--- config.mk ---
export PLATFORM = sky130hd
export DESIGN_NAME = analog_comparator_control
export DESIGN_NICKNAME = d
export VERILOG_FILES = /design/src/sync_two_flop.v /design/src/analog_comparator_control.v
export VERILOG_INCLUDE_DIRS = /design/src
export SDC_FILE = /design/constraint.sdc
export NUM_CORES = 1
export LEC_CHECK = 0
export BUFFER_PORTS_ARGS = -buffer_cell sky130_fd_sc_hd__buf_2
export CORE_AREA = 8 8 92 94
export CTS_CLUSTER_SIZE = 16
export DETAILED_ROUTE_END_ITERATION = 7
export DIE_AREA = 0 0 100 102
export PLACE_DENSITY_LB_ADDON = 0.3
export SYNTH_ARGS = -nofsm -noshare
export SYNTH_HDL_FRONTEND = slang
export SYNTH_SLANG_ARGS = --single-unit
--- constraint.sdc ---
create_clock -name clk_sys -period 6.4 [get_ports clk_sys]
set_input_delay 0.64 -clock clk_sys [delete_from_list [all_inputs] [get_ports clk_sys]]
set_output_delay 0.64 -clock clk_sys [all_outputs]
set_load 0.05 [all_outputs]
--- src/comparator_consts.vh ---
// constants for the analog comparator control block
// How it works
// raw result is high while selected positive level exceeds selected negative level.
// mux enable with converter off picks converter channel 0..7 as negative input.
// bandgap select feeds fixed reference to the positive input instead of the pin.
// power-off bit removes comparator power any time; zero restores it.
// compare_result is the raw result after two-flop sync, lagging one to two cycles.
// matching synchronized edge sets compare_event_flag whatever the interrupt enable.
// interrupt requested only while flag, compare_irq_enable and global enable are set.
// flag clears on vector entry or writing one; writing zero leaves it.
// mode 00 toggle, 01 reserved, 10 falling edge, 11 rising edge.
// software clears compare_irq_enable before changing event_mode_select.
// software clears compare_irq_enable before toggling comparator_power_off.
// capture route enable drives timer capture input with compare_result, else nothing.
// software sets the timer's own capture interrupt enable for timer capture interrupts.
// buffer-off bits disable pin input buffer and force pin state reads to zero.
// upper six bits of the buffer-disable register ignore writes and read zero.
// software should disable buffers of analog-only comparator pins to save power.
// converter_enable switches converter on and takes the multiplexer from the comparator.
// edges found by comparing current and previous synchronized result each clock.
// reset clears every writable control bit: powered, pins selected, no irq, no route.
`ifndef COMPARATOR_CONSTS_VH
`define COMPARATOR_CONSTS_VH

// register indices; byte address is four times the index
`define IDX_CTRL_STATUS 8'h50
`define IDX_CONV_B 8'h7B
`define IDX_BUF_DIS 8'h7F
`define IDX_CONV_SEL 8'h80
`define IDX_IRQ_STATUS 8'h81
`define IDX_IRQ_CLEAR 8'h82
`define IDX_IRQ_ENABLE 8'h83
`define IDX_LSB 2
`define IDX_MSB 9
`define ADDR_HI_LSB 10
`define ADDR_MSB 31
`define ALIGN_MSB 1
`define ALIGN_LSB 0
`define ADDR_HI_ZERO 22'h000000
`define ALIGN_ZERO 2'h0
`define RD_PAD 24'h000000
`define SEL_ZERO 3'h0

// comparator_control_status bits
`define CS_POWER_OFF 7
`define CS_BANDGAP 6
`define CS_RESULT 5
`define CS_FLAG 4
`define CS_IRQ_EN 3
`define CS_ROUTE 2
`define CS_MODE_HI 1
`define CS_MODE_LO 0

// converter_control_b bits
`define CB_MUX_EN 6
`define CB_TRIG_HI 2
`define CB_TRIG_LO 0

// comparator_pin_buffer_disable bits
`define BD_NEG 1
`define BD_POS 0

// converter select register bits
`define SEL_CONV_EN 0
`define SEL_CH_HI 3
`define SEL_CH_LO 1

// interrupt status, clear and enable layout
`define IRQ_EVENT 0

// event modes
`define MODE_TOGGLE 2'h0
`define MODE_RESERVED 2'h1
`define MODE_FALL 2'h2
`define MODE_RISE 2'h3

// analog levels
`define LEVEL_W 10
`define CHANNELS 8
`define BANDGAP_LEVEL 10'h1C0

`define HTRANS_NONSEQ_BIT 1
`define DATA_W 32
`define ZERO_BYTE 8'h00
`define ZERO_WORD 32'h00000000

`endif

--- src/sync_two_flop.v ---
// two-flop synchroniser for a single level
`timescale 1ns/1ps
module sync_two_flop (
    input wire clk_sys,
    input wire resetn,
    input wire din,
    output reg dout
);
    reg stage1;

    always @(posedge clk_sys) begin
        if (!resetn) begin
            stage1 <= 1'b0;
            dout <= 1'b0;
        end else begin
            stage1 <= din;
            dout <= stage1;
        end
    end
endmodule

--- src/analog_comparator_control.v ---
// analog comparator control with AHB-Lite register slave
//
// Design decision made here: the AHB-Lite slave port.
`timescale 1ns/1ps
`include "comparator_consts.vh"
module analog_comparator_control (
    input wire clk_sys,
    input wire resetn,
    input wire hsel,
    input wire [31:0] haddr,
    input wire [1:0] htrans,
    input wire hwrite,
    input wire [2:0] hsize,
    input wire [31:0] hwdata,
    input wire hready,
    output reg hreadyout,
    output reg hresp,
    output reg [31:0] hrdata,
    input wire [9:0] positive_input_pin,
    input wire [9:0] negative_input_pin,
    input wire [79:0] converter_channel_pins,
    input wire pos_pin_digital,
    input wire neg_pin_digital,
    input wire global_irq_enable,
    input wire irq_vector_ack,
    output reg comparator_power_off,
    output reg bandgap_positive_select,
    output reg converter_enable,
    output reg pos_pin_buffer_off,
    output reg neg_pin_buffer_off,
    output reg pos_pin_state,
    output reg neg_pin_state,
    output reg capture_trigger,
    output reg compare_irq
);
    // stored register fields
    reg compare_event_flag;
    reg compare_irq_enable;
    reg capture_route_enable;
    reg [1:0] event_mode_select;
    reg mux_negative_select_enable;
    reg [2:0] trigger_select;
    reg [2:0] channel_select;
    reg result_prev;
    reg wr_pend;
    reg rd_pend;
    reg [7:0] acc_idx;
    reg acc_ok;
    reg [9:0] pos_level;
    reg [9:0] neg_level;
    reg raw_result;
    reg event_hit;
    reg [7:0] rd_byte;
    reg next_flag;

    // decode nets and write strobes
    wire compare_result;
    wire addr_phase;
    wire addr_ok;
    wire [7:0] wbyte;
    wire wr_ctrl;
    wire wr_clear;
    wire flag_clear;
    wire wr_conv_b;
    wire wr_buf_dis;
    wire wr_conv_sel;
    wire wr_irq_en;

    // positive input mux
    always @* begin
        if (bandgap_positive_select) begin
            pos_level = `BANDGAP_LEVEL;
        end else begin
            pos_level = positive_input_pin;
        end
    end

    // negative input mux; the converter owns the multiplexer while enabled
    always @* begin
        if (mux_negative_select_enable && !converter_enable) begin
            neg_level = converter_channel_pins[channel_select * `LEVEL_W +: `LEVEL_W];
        end else begin
            neg_level = negative_input_pin;
        end
    end

    // analog decision; an unpowered comparator gives a low result
    always @* begin
        if (comparator_power_off) begin
            raw_result = 1'b0;
        end else begin
            raw_result = (pos_level > neg_level);
        end
    end

    sync_two_flop i_sync_two_flop (
        .clk_sys(clk_sys),
        .resetn(resetn),
        .din(raw_result),
        .dout(compare_result)
    );

    // edge classification of the synchronized result
    always @* begin
        case (event_mode_select)
            `MODE_TOGGLE: event_hit = compare_result ^ result_prev;
            `MODE_FALL: event_hit = result_prev & ~compare_result;
            `MODE_RISE: event_hit = compare_result & ~result_prev;
            default: event_hit = 1'b0;
        endcase
    end

    // bus decode
    assign addr_phase = hsel & htrans[`HTRANS_NONSEQ_BIT] & hready;
    assign addr_ok = (haddr[`ADDR_MSB:`ADDR_HI_LSB] == `ADDR_HI_ZERO)
        && (haddr[`ALIGN_MSB:`ALIGN_LSB] == `ALIGN_ZERO);
    assign wbyte = hwdata[7:0];
    assign wr_ctrl = wr_pend & acc_ok & (acc_idx == `IDX_CTRL_STATUS);
    assign wr_clear = wr_pend & acc_ok & (acc_idx == `IDX_IRQ_CLEAR);
    assign flag_clear = irq_vector_ack
        | (wr_ctrl & wbyte[`CS_FLAG])
        | (wr_clear & wbyte[`IRQ_EVENT]);

    // a new event wins over a clear in the same cycle
    always @* begin
        next_flag = compare_event_flag;
        if (flag_clear) begin
            next_flag = 1'b0;
        end
        if (event_hit) begin
            next_flag = 1'b1;
        end
    end

    // read mux
    always @* begin
        rd_byte = `ZERO_BYTE;
        case (acc_idx)
            `IDX_CTRL_STATUS: begin
                rd_byte[`CS_POWER_OFF] = comparator_power_off;
                rd_byte[`CS_BANDGAP] = bandgap_positive_select;
                rd_byte[`CS_RESULT] = compare_result;
                rd_byte[`CS_FLAG] = compare_event_flag;
                rd_byte[`CS_IRQ_EN] = compare_irq_enable;
                rd_byte[`CS_ROUTE] = capture_route_enable;
                rd_byte[`CS_MODE_HI:`CS_MODE_LO] = event_mode_select;
            end
            `IDX_CONV_B: begin
                rd_byte[`CB_MUX_EN] = mux_negative_select_enable;
                rd_byte[`CB_TRIG_HI:`CB_TRIG_LO] = trigger_select;
            end
            `IDX_BUF_DIS: begin
                rd_byte[`BD_NEG] = neg_pin_buffer_off;
                rd_byte[`BD_POS] = pos_pin_buffer_off;
            end
            `IDX_CONV_SEL: begin
                rd_byte[`SEL_CONV_EN] = converter_enable;
                rd_byte[`SEL_CH_HI:`SEL_CH_LO] = channel_select;
            end
            `IDX_IRQ_STATUS: begin
                rd_byte[`IRQ_EVENT] = compare_event_flag;
            end
            `IDX_IRQ_ENABLE: begin
                rd_byte[`IRQ_EVENT] = compare_irq_enable;
            end
            default: rd_byte = `ZERO_BYTE;
        endcase
        if (!acc_ok) begin
            rd_byte = `ZERO_BYTE;
        end
    end

    // AHB-Lite slave: writes take no wait state, reads take one
    always @(posedge clk_sys) begin
        if (!resetn) begin
            wr_pend <= 1'b0;
            rd_pend <= 1'b0;
            acc_idx <= `ZERO_BYTE;
            acc_ok <= 1'b0;
            hreadyout <= 1'b1;
            hresp <= 1'b0;
            hrdata <= `ZERO_WORD;
        end else begin
            hresp <= 1'b0;
            // second cycle of a read: present data and end the wait state
            if (rd_pend) begin
                hrdata <= {`RD_PAD, rd_byte};
                hreadyout <= 1'b1;
                rd_pend <= 1'b0;
            end else if (addr_phase) begin
                // a read holds hready low for exactly one cycle
                acc_idx <= haddr[`IDX_MSB:`IDX_LSB];
                acc_ok <= addr_ok;
                wr_pend <= hwrite;
                rd_pend <= ~hwrite;
                hreadyout <= hwrite;
            end else begin
                wr_pend <= 1'b0;
            end
        end
    end

    // data-phase write strobes per register
    assign wr_conv_b = wr_pend & acc_ok & (acc_idx == `IDX_CONV_B);
    assign wr_buf_dis = wr_pend & acc_ok & (acc_idx == `IDX_BUF_DIS);
    assign wr_conv_sel = wr_pend & acc_ok & (acc_idx == `IDX_CONV_SEL);
    assign wr_irq_en = wr_pend & acc_ok & (acc_idx == `IDX_IRQ_ENABLE);

    // writable bits of comparator_control_status; result, flag and interrupt enable live elsewhere
    always @(posedge clk_sys) begin
        if (!resetn) begin
            comparator_power_off <= 1'b0;
            bandgap_positive_select <= 1'b0;
            capture_route_enable <= 1'b0;
            event_mode_select <= `MODE_TOGGLE;
        end else if (wr_ctrl) begin
            comparator_power_off <= wbyte[`CS_POWER_OFF];
            bandgap_positive_select <= wbyte[`CS_BANDGAP];
            capture_route_enable <= wbyte[`CS_ROUTE];
            event_mode_select <= wbyte[`CS_MODE_HI:`CS_MODE_LO];
        end
    end

    // the interrupt enable is reachable through two register views
    always @(posedge clk_sys) begin
        if (!resetn) begin
            compare_irq_enable <= 1'b0;
        end else if (wr_ctrl) begin
            compare_irq_enable <= wbyte[`CS_IRQ_EN];
        end else if (wr_irq_en) begin
            compare_irq_enable <= wbyte[`IRQ_EVENT];
        end
    end

    // converter_control_b: multiplexer enable and plain trigger storage
    always @(posedge clk_sys) begin
        if (!resetn) begin
            mux_negative_select_enable <= 1'b0;
            trigger_select <= `SEL_ZERO;
        end else if (wr_conv_b) begin
            mux_negative_select_enable <= wbyte[`CB_MUX_EN];
            trigger_select <= wbyte[`CB_TRIG_HI:`CB_TRIG_LO];
        end
    end

    // pin buffer disable; the upper bits have no storage
    always @(posedge clk_sys) begin
        if (!resetn) begin
            neg_pin_buffer_off <= 1'b0;
            pos_pin_buffer_off <= 1'b0;
        end else if (wr_buf_dis) begin
            neg_pin_buffer_off <= wbyte[`BD_NEG];
            pos_pin_buffer_off <= wbyte[`BD_POS];
        end
    end

    // converter on bit and channel select
    always @(posedge clk_sys) begin
        if (!resetn) begin
            converter_enable <= 1'b0;
            channel_select <= `SEL_ZERO;
        end else if (wr_conv_sel) begin
            converter_enable <= wbyte[`SEL_CONV_EN];
            channel_select <= wbyte[`SEL_CH_HI:`SEL_CH_LO];
        end
    end

    // synchronized result history and sticky event flag
    always @(posedge clk_sys) begin
        if (!resetn) begin
            result_prev <= 1'b0;
            compare_event_flag <= 1'b0;
        end else begin
            result_prev <= compare_result;
            compare_event_flag <= next_flag;
        end
    end

    // level interrupt rises in the same cycle as the flag
    always @(posedge clk_sys) begin
        if (!resetn) begin
            compare_irq <= 1'b0;
        end else begin
            compare_irq <= next_flag & compare_irq_enable & global_irq_enable;
        end
    end

    // capture route to the timer front end
    always @(posedge clk_sys) begin
        if (!resetn) begin
            capture_trigger <= 1'b0;
        end else begin
            capture_trigger <= capture_route_enable & compare_result;
        end
    end

    // digital pin states, forced low while their buffers are off
    always @(posedge clk_sys) begin
        if (!resetn) begin
            pos_pin_state <= 1'b0;
            neg_pin_state <= 1'b0;
        end else begin
            pos_pin_state <= pos_pin_digital & ~pos_pin_buffer_off;
            neg_pin_state <= neg_pin_digital & ~neg_pin_buffer_off;
        end
    end
endmodule

== After elaboration in Yosys (flattened, before gate mapping) ==
Cells that the tools add are included.
Word-level totals
  flip-flop bits (word level): 44
  latch bits: 0
  bits in writable memories: 0
  bits in read-only memories: 0
  bits of input ports: 178
  output and inout bits: 43
  logic and storage cells: 93
  memories kept: 0
Cells by class
  add/sub/neg operators: 0
  multipliers: 1
  div/mod/pow operators: 0
  magnitude comparators: 1
  eq/ne operators: 9
  shifts and indexed selects: 1
  multiplexer cells: 16
  bitwise gates (word level): 29
  reduce and logical (&&, ||, !) cells: 11
Operator list (count)
  80-bit by 8-bit variable part select with 10-bit output: 1
  8-bit == test (second input constant): 4
  8-bit by 7-bit == test with 1-bit output (second input constant): 3
  22-bit logical NOT: 1
  10-bit two-way mux: 2
  1-bit AND: 18
  10-bit greater-than comparator: 1
  8-bit two-way mux: 1
  1-bit inverter: 8
  3-bit by 3-bit multiplier with 6-bit output (second input constant): 1
  1-bit two-way mux: 6
  1-bit one-hot mux with 3 select lines: 2
  1-bit one-hot mux with 6 select lines: 1
  2-bit == test (second input constant): 2
  2-bit logical NOT: 2
  1-bit one-hot mux with 2 select lines: 2
  1-bit one-hot mux with 4 select lines: 1
  2-bit OR reduction: 2
  3-bit OR reduction: 1
  1-bit logical AND: 2
  2-bit two-way mux: 1
  1-bit bitwise OR: 2
  2-bit AND reduction: 1
  2-bit nonzero test: 1
  2 further kinds: 2

== Longest topological paths before layout ==
Gate-level depths: netlist (run 1).
  word-level depth: 9
  gate-level depth with buffers: 10

== Cells and area by module ==
From an unflattened synthesis (run 1), not the netlist that was laid out.
Unflattened totals
  cells, all modules: 326
  area total of the unflattened synthesis: 3083.0 um^2
By module, submodules not included
  analog_comparator_control: times used 1, cells an instance 322, area each 3030.4 um^2, seq. area each 840.8 um^2
  sync_two_flop: times used 1, cells an instance 4, area each 52.6 um^2, seq. area each 40.0 um^2

== Worst setup path before layout (run 1) ==
Ideal clock, no wire load.
  path kind: reg-to-reg
  start: reg channel_select[0]
  end: reg i_sync_two_flop.stage1
  library setup time: 0.147 ns
  data arrival time: 2.316 ns
  required time: 6.253 ns
  slack: 3.938 ns
  cell stages (with the launch flop): 11
  clock period less this slack: 2.462 ns
  cells stage by stage: dfxtp_1 > buf_4 > mux4_2 > mux2i_1 > nand2_1 > o21ai_1 > ha_1 > a211oi_1 > nor2_1 > a2111oi_0 > nor4b_1
Between the ends
  longest elaborated chain between the ends: 4
RTL lines
  start: declaration: line analog_comparator_control.v:43  | reg [2:0] channel_select;
  start signal: assignment: line analog_comparator_control.v:261  | channel_select <= `SEL_ZERO;
  start signal: assignment: line analog_comparator_control.v:264  | channel_select <= wbyte[`SEL_CH_HI:`SEL_CH_LO];
  3-bit by 3-bit multiplier with 6-bit output (no source line)
  80-bit by 8-bit variable part select with 10-bit output: line analog_comparator_control.v:81  | neg_level = converter_channel_pins[channel_select * `LEVEL_W +: `LEVEL_W];
  10-bit two-way mux: line analog_comparator_control.v:80  | if (mux_negative_select_enable && !converter_enable) begin
  10-bit greater-than comparator: line analog_comparator_control.v:92  | raw_result = (pos_level > neg_level);
  end signal: assignment: line sync_two_flop.v:16  | stage1 <= din;
  end: declaration: line sync_two_flop.v:9  | reg stage1;
No other way between the ends.
A chain may end at the register's enable or synchronous reset.

== Final worst setup path (run 1) ==
  start: reg channel_select[1]
  end: reg i_sync_two_flop.stage1
Same word-level chain as after synthesis.

==> flow_summary.yaml, run 1 <==
run:
  maxCapViolCount: 0
logic_synthesis:
  ys_ff_latch: 44
  netlist_area_um2: 3060
  synth_edf_count: 0
  async_reset_ff_share_pct: 0
  ys_top_cells_by_area: "dfxtp_1 (29%), mux4_2 (15%), mux2i_1 (9.5%)"
  synthCells: 321
  yosysSeqAreaShare_pct: 28.8
  yosysWarnings: 0
  synth_top_area_share_pct: 28.8
  synth_cell_types: 45
  synth_flop_cell: "dfxtp_1"
  yosys.area.top_type: "dfxtp_1"
  avgSynthCellArea_um2: 9.53
  ys_top_cells_by_count: "dfxtp_1 (44), nand2_1 (38), mux2i_1 (29)"
  synth_most_common_cell: "dfxtp_1"
hold_path:
  worstHoldPathType: "flop to flop"
placed_design:
  place.gp.congestion: 0.942
  pre_cts_ws_ns: 3.47
  dp.final_hpwl_mm: 8.49
  port_buffers: 166
cells_and_area:
  nets: 668
  antenna_cells: 0
  seqCellArea_um2: 881
  drive_above_1_share_pct: 42.4
  fill_cells: 698
  area_delta_synth_final_pct: 28.9
  multi_input_area_um2: 1980
grt:
  busiest_layer: "met2"
  gr-usage-met3_pct: 4.29
  grt_max_degree: 40
  antenna_found_initial: 0
  grt_pass1_vias: 3142
  grt.overflow.total: 0
  grt_pass1_wl_mm: 15.3
  use_met2_pct: 32.5
  grtUsageTotal_pct: 18.6
  grt_use_met1_pct: 23.0
clock_network:
  clockBufferDepth: 2
  cts_hold_buf: 0
  post_cts_resized: 0
  cts_num_sinks: 44
  tritoncts: "done"
  cts_htree_levels: 2
  cts_root_buffer: "clkbuf_8"
  cts_made_buffers: 5
  postCtsSetupBuffers: 0
  clk_latency_ns: 0.30
  clk_pin_slew_ns: 0.08
critical_path:
  slowest_delay_ns: 1.01
  required_ns: 6.58
  worstSetupPathType: "flop to flop"
  critPathSlowestCell: "dfxtp_1"
  cp_max_fo: 22
  endpoint_kind: "flop"
  arrival_ns: 3.15
  critPathTopFamily: "flip-flops"
  path_cells: "mux4_2, mux2i_1, nand2_1, o21ai_1, ha_1, a211oi_1, nor2_1, a2111oi_0, nor4b_1"
  critPathLaunchType: "flop"
  path_buf_inv: 0
sta:
  skew_ns: 0.00614
  worst_pin_slew_ns: 1.03
  hold_viol: 0
  post-route-period-util_pct: 46.4
  fin_setup_tns_ns: 0
  fmax_mhz: 337
  setup_ws_ns: 3.43
  period_minus_slack_ns: 2.97
  finalSetupViolations: 0
  drv_slew: 0
  relSlewSlack_pct: 31.3
  rsz0062_at_grt: "no"
detailed_routing:
  ant_nets: 0
  first_pass_iters: 4
  drt_iter0_markers: 131
  routed_wl_mm: 10.0
  drc: 0
  vias: 2930
  routedWlPerCell_um: 17.3
  via_per_inst: 5.07
power:
  p_leak_uw: 0.00180
  ir_drop_uv: 86.4
  power_density_nw_per_um2: 151
floorplan:
  core_um2: 7060
  io_pins: 221
  fp.dieH_um: 102
  die_area_um2: 10200
  start_util_pct: 43.3
  die_w_um: 100
  num_rows: 31
outcome:
  run_status: "completed"
[report_power, final]
part / leakage [µW] / switching (µW) / internal (µW)
logic: 0.00140 / 76.2 / 57.8
clock network: 0.0000455 / 89.7 / 88.0
registers: 0.000356 / 3.98 / 278
total: 0.00180 / 170 / 424
[metrics by stage]
| stage | instances | hold slack, ns | power (µW) | cell area (µm²) | util, % |
|---|---|---|---|---|---|
| 5_1_grt | 578 | 0.468 | 622 | 3940 | 55.9 |
| 4_1_cts | 578 | 0.453 | 596 | 3940 | 55.9 |
| 2_1_floorplan | 345 | 0.412 | 378 | 3150 | - |
| 3_5_place_dp | 570 | 0.440 | 421 | 3850 | 54.6 |
| 6_report | 578 | 0.448 | 594 | 3940 | 55.9 |
| 3_3_place_gp | 570 | 0.431 | 417 | 3850 | 54.6 |
[sequential cells by signal, summed over array words and instances (netlist names), 2 cells and up]
name,flops
hrdata,8
event_mode_select,2
trigger_select,3
channel_select,3
acc_idx,8
[routing by layer]
layer | wire length [µm] | up-vias
li1 | - | 1441
met1 | 4090 | 1390
met2 | 5220 | 92
met3 | 639 | 7
met4 | 66 | 0
met5 | 0 | -
[path summary, 6_finish.rpt]
path | start | endpoint | slack (ns) | depth (start not counted)
max | channel_select[1] | i_sync_two_flop.stage1 | 3.43 | 9
min | i_sync_two_flop.stage1 | i_sync_two_flop.dout | 0.45 | 1
max reg2reg | channel_select[1] | i_sync_two_flop.stage1 | 3.43 | 9
min reg2reg | i_sync_two_flop.stage1 | i_sync_two_flop.dout | 0.45 | 1
[layout by cell type (no fill, tap or decap), types with 2 or more instances in the layout]
cell type,count
buf_2,166
dfxtp_1,44
nand2_1,38
mux2i_1,29
conb_1,25
nor2b_1,24
mux4_2,20
o21ai_1,13
ha_1,12
nor2_1,9
nand4_1,9
a21boi_0,8
and2_1,7
inv_1,6
a21oi_1,6
nor4_1,6
clkbuf_8,6
a22oi_1,5
or2_2,4
o21ai_0,4
nand3_1,4
nand2b_1,3
and4b_1,2
and4_1,2
nor3_1,2
and3b_1,2
a32o_1,2
a211oi_1,2
clkbuf_1,2
buf_4,2
[cell families (layout without fill, tap and decap cells)]
family / Yosys count / after routing / synth area share [%]
AO/OA/AOI/OAI: 47 / 47 / 10.0
adder cells (fa/ha/maj): 12 / 12 / 4.91
buffers and inverters: 48 / 182 / 9.41
flip-flops: 44 / 44 / 28.8
multiplexers: 50 / 50 / 24.6
other: 1 / 25 / 0.123
AND/OR/NAND/NOR: 119 / 119 / 22.2
[final cells by class]
type,instances,area share (%)
Clock buffer,8,2.28
Inverter,6,0.571
Multi-Input combinational cell,253,50.2
Sequential cell,44,22.3
Tap cell,99,3.14
Timing Repair Buffer,168,21.4
(Power assumes the default switching activity.)
==> run 2: changes to the inputs <==
--- a/config.mk
+++ b/config.mk
@@ -7,10 +7,10 @@
 export NUM_CORES = 1
 export LEC_CHECK = 0
 export BUFFER_PORTS_ARGS = -buffer_cell sky130_fd_sc_hd__buf_2
-export CORE_AREA = 8 8 92 94
+export CORE_AREA = 8 8 100 102
 export CTS_CLUSTER_SIZE = 16
 export DETAILED_ROUTE_END_ITERATION = 7
-export DIE_AREA = 0 0 100 102
+export DIE_AREA = 0 0 108 110
 export PLACE_DENSITY_LB_ADDON = 0.3
 export SYNTH_ARGS = -nofsm -noshare
 export SYNTH_HDL_FRONTEND = slang
==> constraint.sdc (replaced) <==
create_clock -name clk_sys -period 2.5 [get_ports clk_sys]
set_input_delay 0.25 -clock clk_sys [delete_from_list [all_inputs] [get_ports clk_sys]]
set_output_delay 0.25 -clock clk_sys [all_outputs]
set_load 0.05 [all_outputs]
==> flow_summary.yaml, run 2 (synthesized netlist as in run 1, its figures left out) <==
critical_path:
  required_ns: 2.68
  endpoint_kind: "flop"
  arrival_ns: 2.58
  r2r_slack_ns: 0.1
  worstSetupPathType: "flop to flop"
  critPathLaunchType: "flop"
  cp_max_fo: 8
power:
  p_leak_uw: 0.00189
  p_total_uw: 1530
  ir_drop_uv: 347
  power_density_nw_per_um2: 369
detailed_routing:
  vias: 2954
  drt_iter0_markers: 111
  via_per_inst: 4.93
  first_pass_iters: 4
  routed_wl_mm: 9.73
  ant_nets: 0
  routedWlPerCell_um: 16.2
  drc: 0
grt:
  use_met2_pct: 26.8
  gr-usage-met3_pct: 3.37
  grt_pass1_vias: 3075
  grtUsageTotal_pct: 15.0
  antenna_found_initial: 0
  grt.overflow.total: 0
  grt_use_met1_pct: 17.3
  grt_max_degree: 23
  busiest_layer: "met2"
  grt_pass1_wl_mm: 14.4
placed_design:
  dp.final_hpwl_mm: 8.13
  port_buffers: 166
  place.gp.congestion: 0.845
  place_inst: 587
cells_and_area:
  nets: 679
  stdcell_count: 599
  reg.largest.list: "acc_idx (8), hrdata (8)"
  area_delta_synth_final_pct: 35.6
  final_cell_mix: "buf_2 (166), dfxtp_1 (43), nand2_1 (38)"
  drive_above_1_share_pct: 45.5
  layout_commonest_cell: "buf_2"
  fill_cells: 842
  seqCellArea_um2: 885
  multi_input_area_um2: 2030
floorplan:
  start_util_pct: 36.1
  die_area_um2: 11900
  fp.dieH_um: 110
  num_rows: 34
  die_w_um: 108
  io_pins: 221
  core_um2: 8470
clock_network:
  cts_made_buffers: 5
  clockBufferDepth: 2
  clk_pin_slew_ns: 0.08
  cts_hold_buf: 0
  cts_num_sinks: 44
  cts_htree_levels: 2
  cts_root_buffer: "clkbuf_8"
  clk_latency_ns: 0.29
  tritoncts: "done"
outcome:
  run_status: "completed"
sta:
  skew_ns: 0.0126
  rsz0062_at_grt: "yes"
  finalSetupViolations: 0
  period_minus_slack_ns: 2.40
  fmax_mhz: 417
  relSlewSlack_pct: 55.7
  post-route-period-util_pct: 96.0
  drv_slew: 0
  worst_pin_slew_ns: 0.663
  hold_viol: 0
hold_path:
  worstHoldPathType: "primary input to flop"
run:
  maxCapViolCount: 0
[run 2: where the power goes]
group | internal [µW] | total (µW) | leakage, µW | switching [µW]
Sequential | 710 | 721 | 0.000357 | 10.6
Clock | 225 | 459 | 0.0000445 | 234
Combinational | 155 | 353 | 0.00149 | 198
Total | 1090 | 1530 | 0.00189 | 443
[run 2: layer usage]
metal | up-vias | routed length, µm
met2 | 83 | 5170
met1 | 1405 | 3790
li1 | 1460 | -
met3 | 6 | 677
met4 | 0 | 87
met5 | - | 0
[run 2: timing repair]
item                                   CTS  global route
cloned                                   0             1
endpoints found under the hold margin    0             0
buffers inserted                         2             0
gates resized for setup                  3             9
pin swaps                                1             5
setup endpoints to repair                1             1
[run 2: worst paths after layout]
kind / start / end / cells past startpoint
hold reg to reg: hrdata[6] / hrdata[6] / 2
setup reg to reg: channel_select[0] / i_sync_two_flop.stage1 / 11
setup / recovery: channel_select[0] / i_sync_two_flop.stage1 / 11
hold / removal: hwrite / rd_pend / 2
[run 2: cell type report]
| cell class | instances | area share (%) |
|---|---|---|
| sequential | 44 | 21.3 |
| clock buffer | 7 | 2.08 |
| clock inverter | 1 | 0.181 |
| inverter | 6 | 0.543 |
| antenna | 1 | 0.0603 |
| multi-input combinational | 253 | 48.9 |
| timing repair buffer | 179 | 23.7 |
| tap | 108 | 3.26 |
[run 2: critical path, stage by stage, from the launching register on]
cell and delay, ns:
dfxtp_4 0.38, buf_12 0.14, buf_4 0.11, mux4_2 0.47
mux2i_1 0.15, nand2_1 0.08, o21ai_1 0.09, ha_1 0.26
nand2_1 0.08, o21ai_2 0.08, a2111oi_4 0.36, nor4b_2 0.08
[run 2: through the flow]
step                setup TNS [ns]  worst slack (ns)  hold slack (ns)  area [µm²]  util, %
floorplan                        0            0.0375            0.326        3150        -
CTS                              0           0.00151            0.140        4080     48.2
global route               -0.0680           -0.0680            0.139        4150     49.0
global placement           -0.0796           -0.0796            0.434        3960     46.8
detailed placement         -0.0981           -0.0981            0.438        3960     46.8
finish                           0             0.100            0.143        4150     49.0
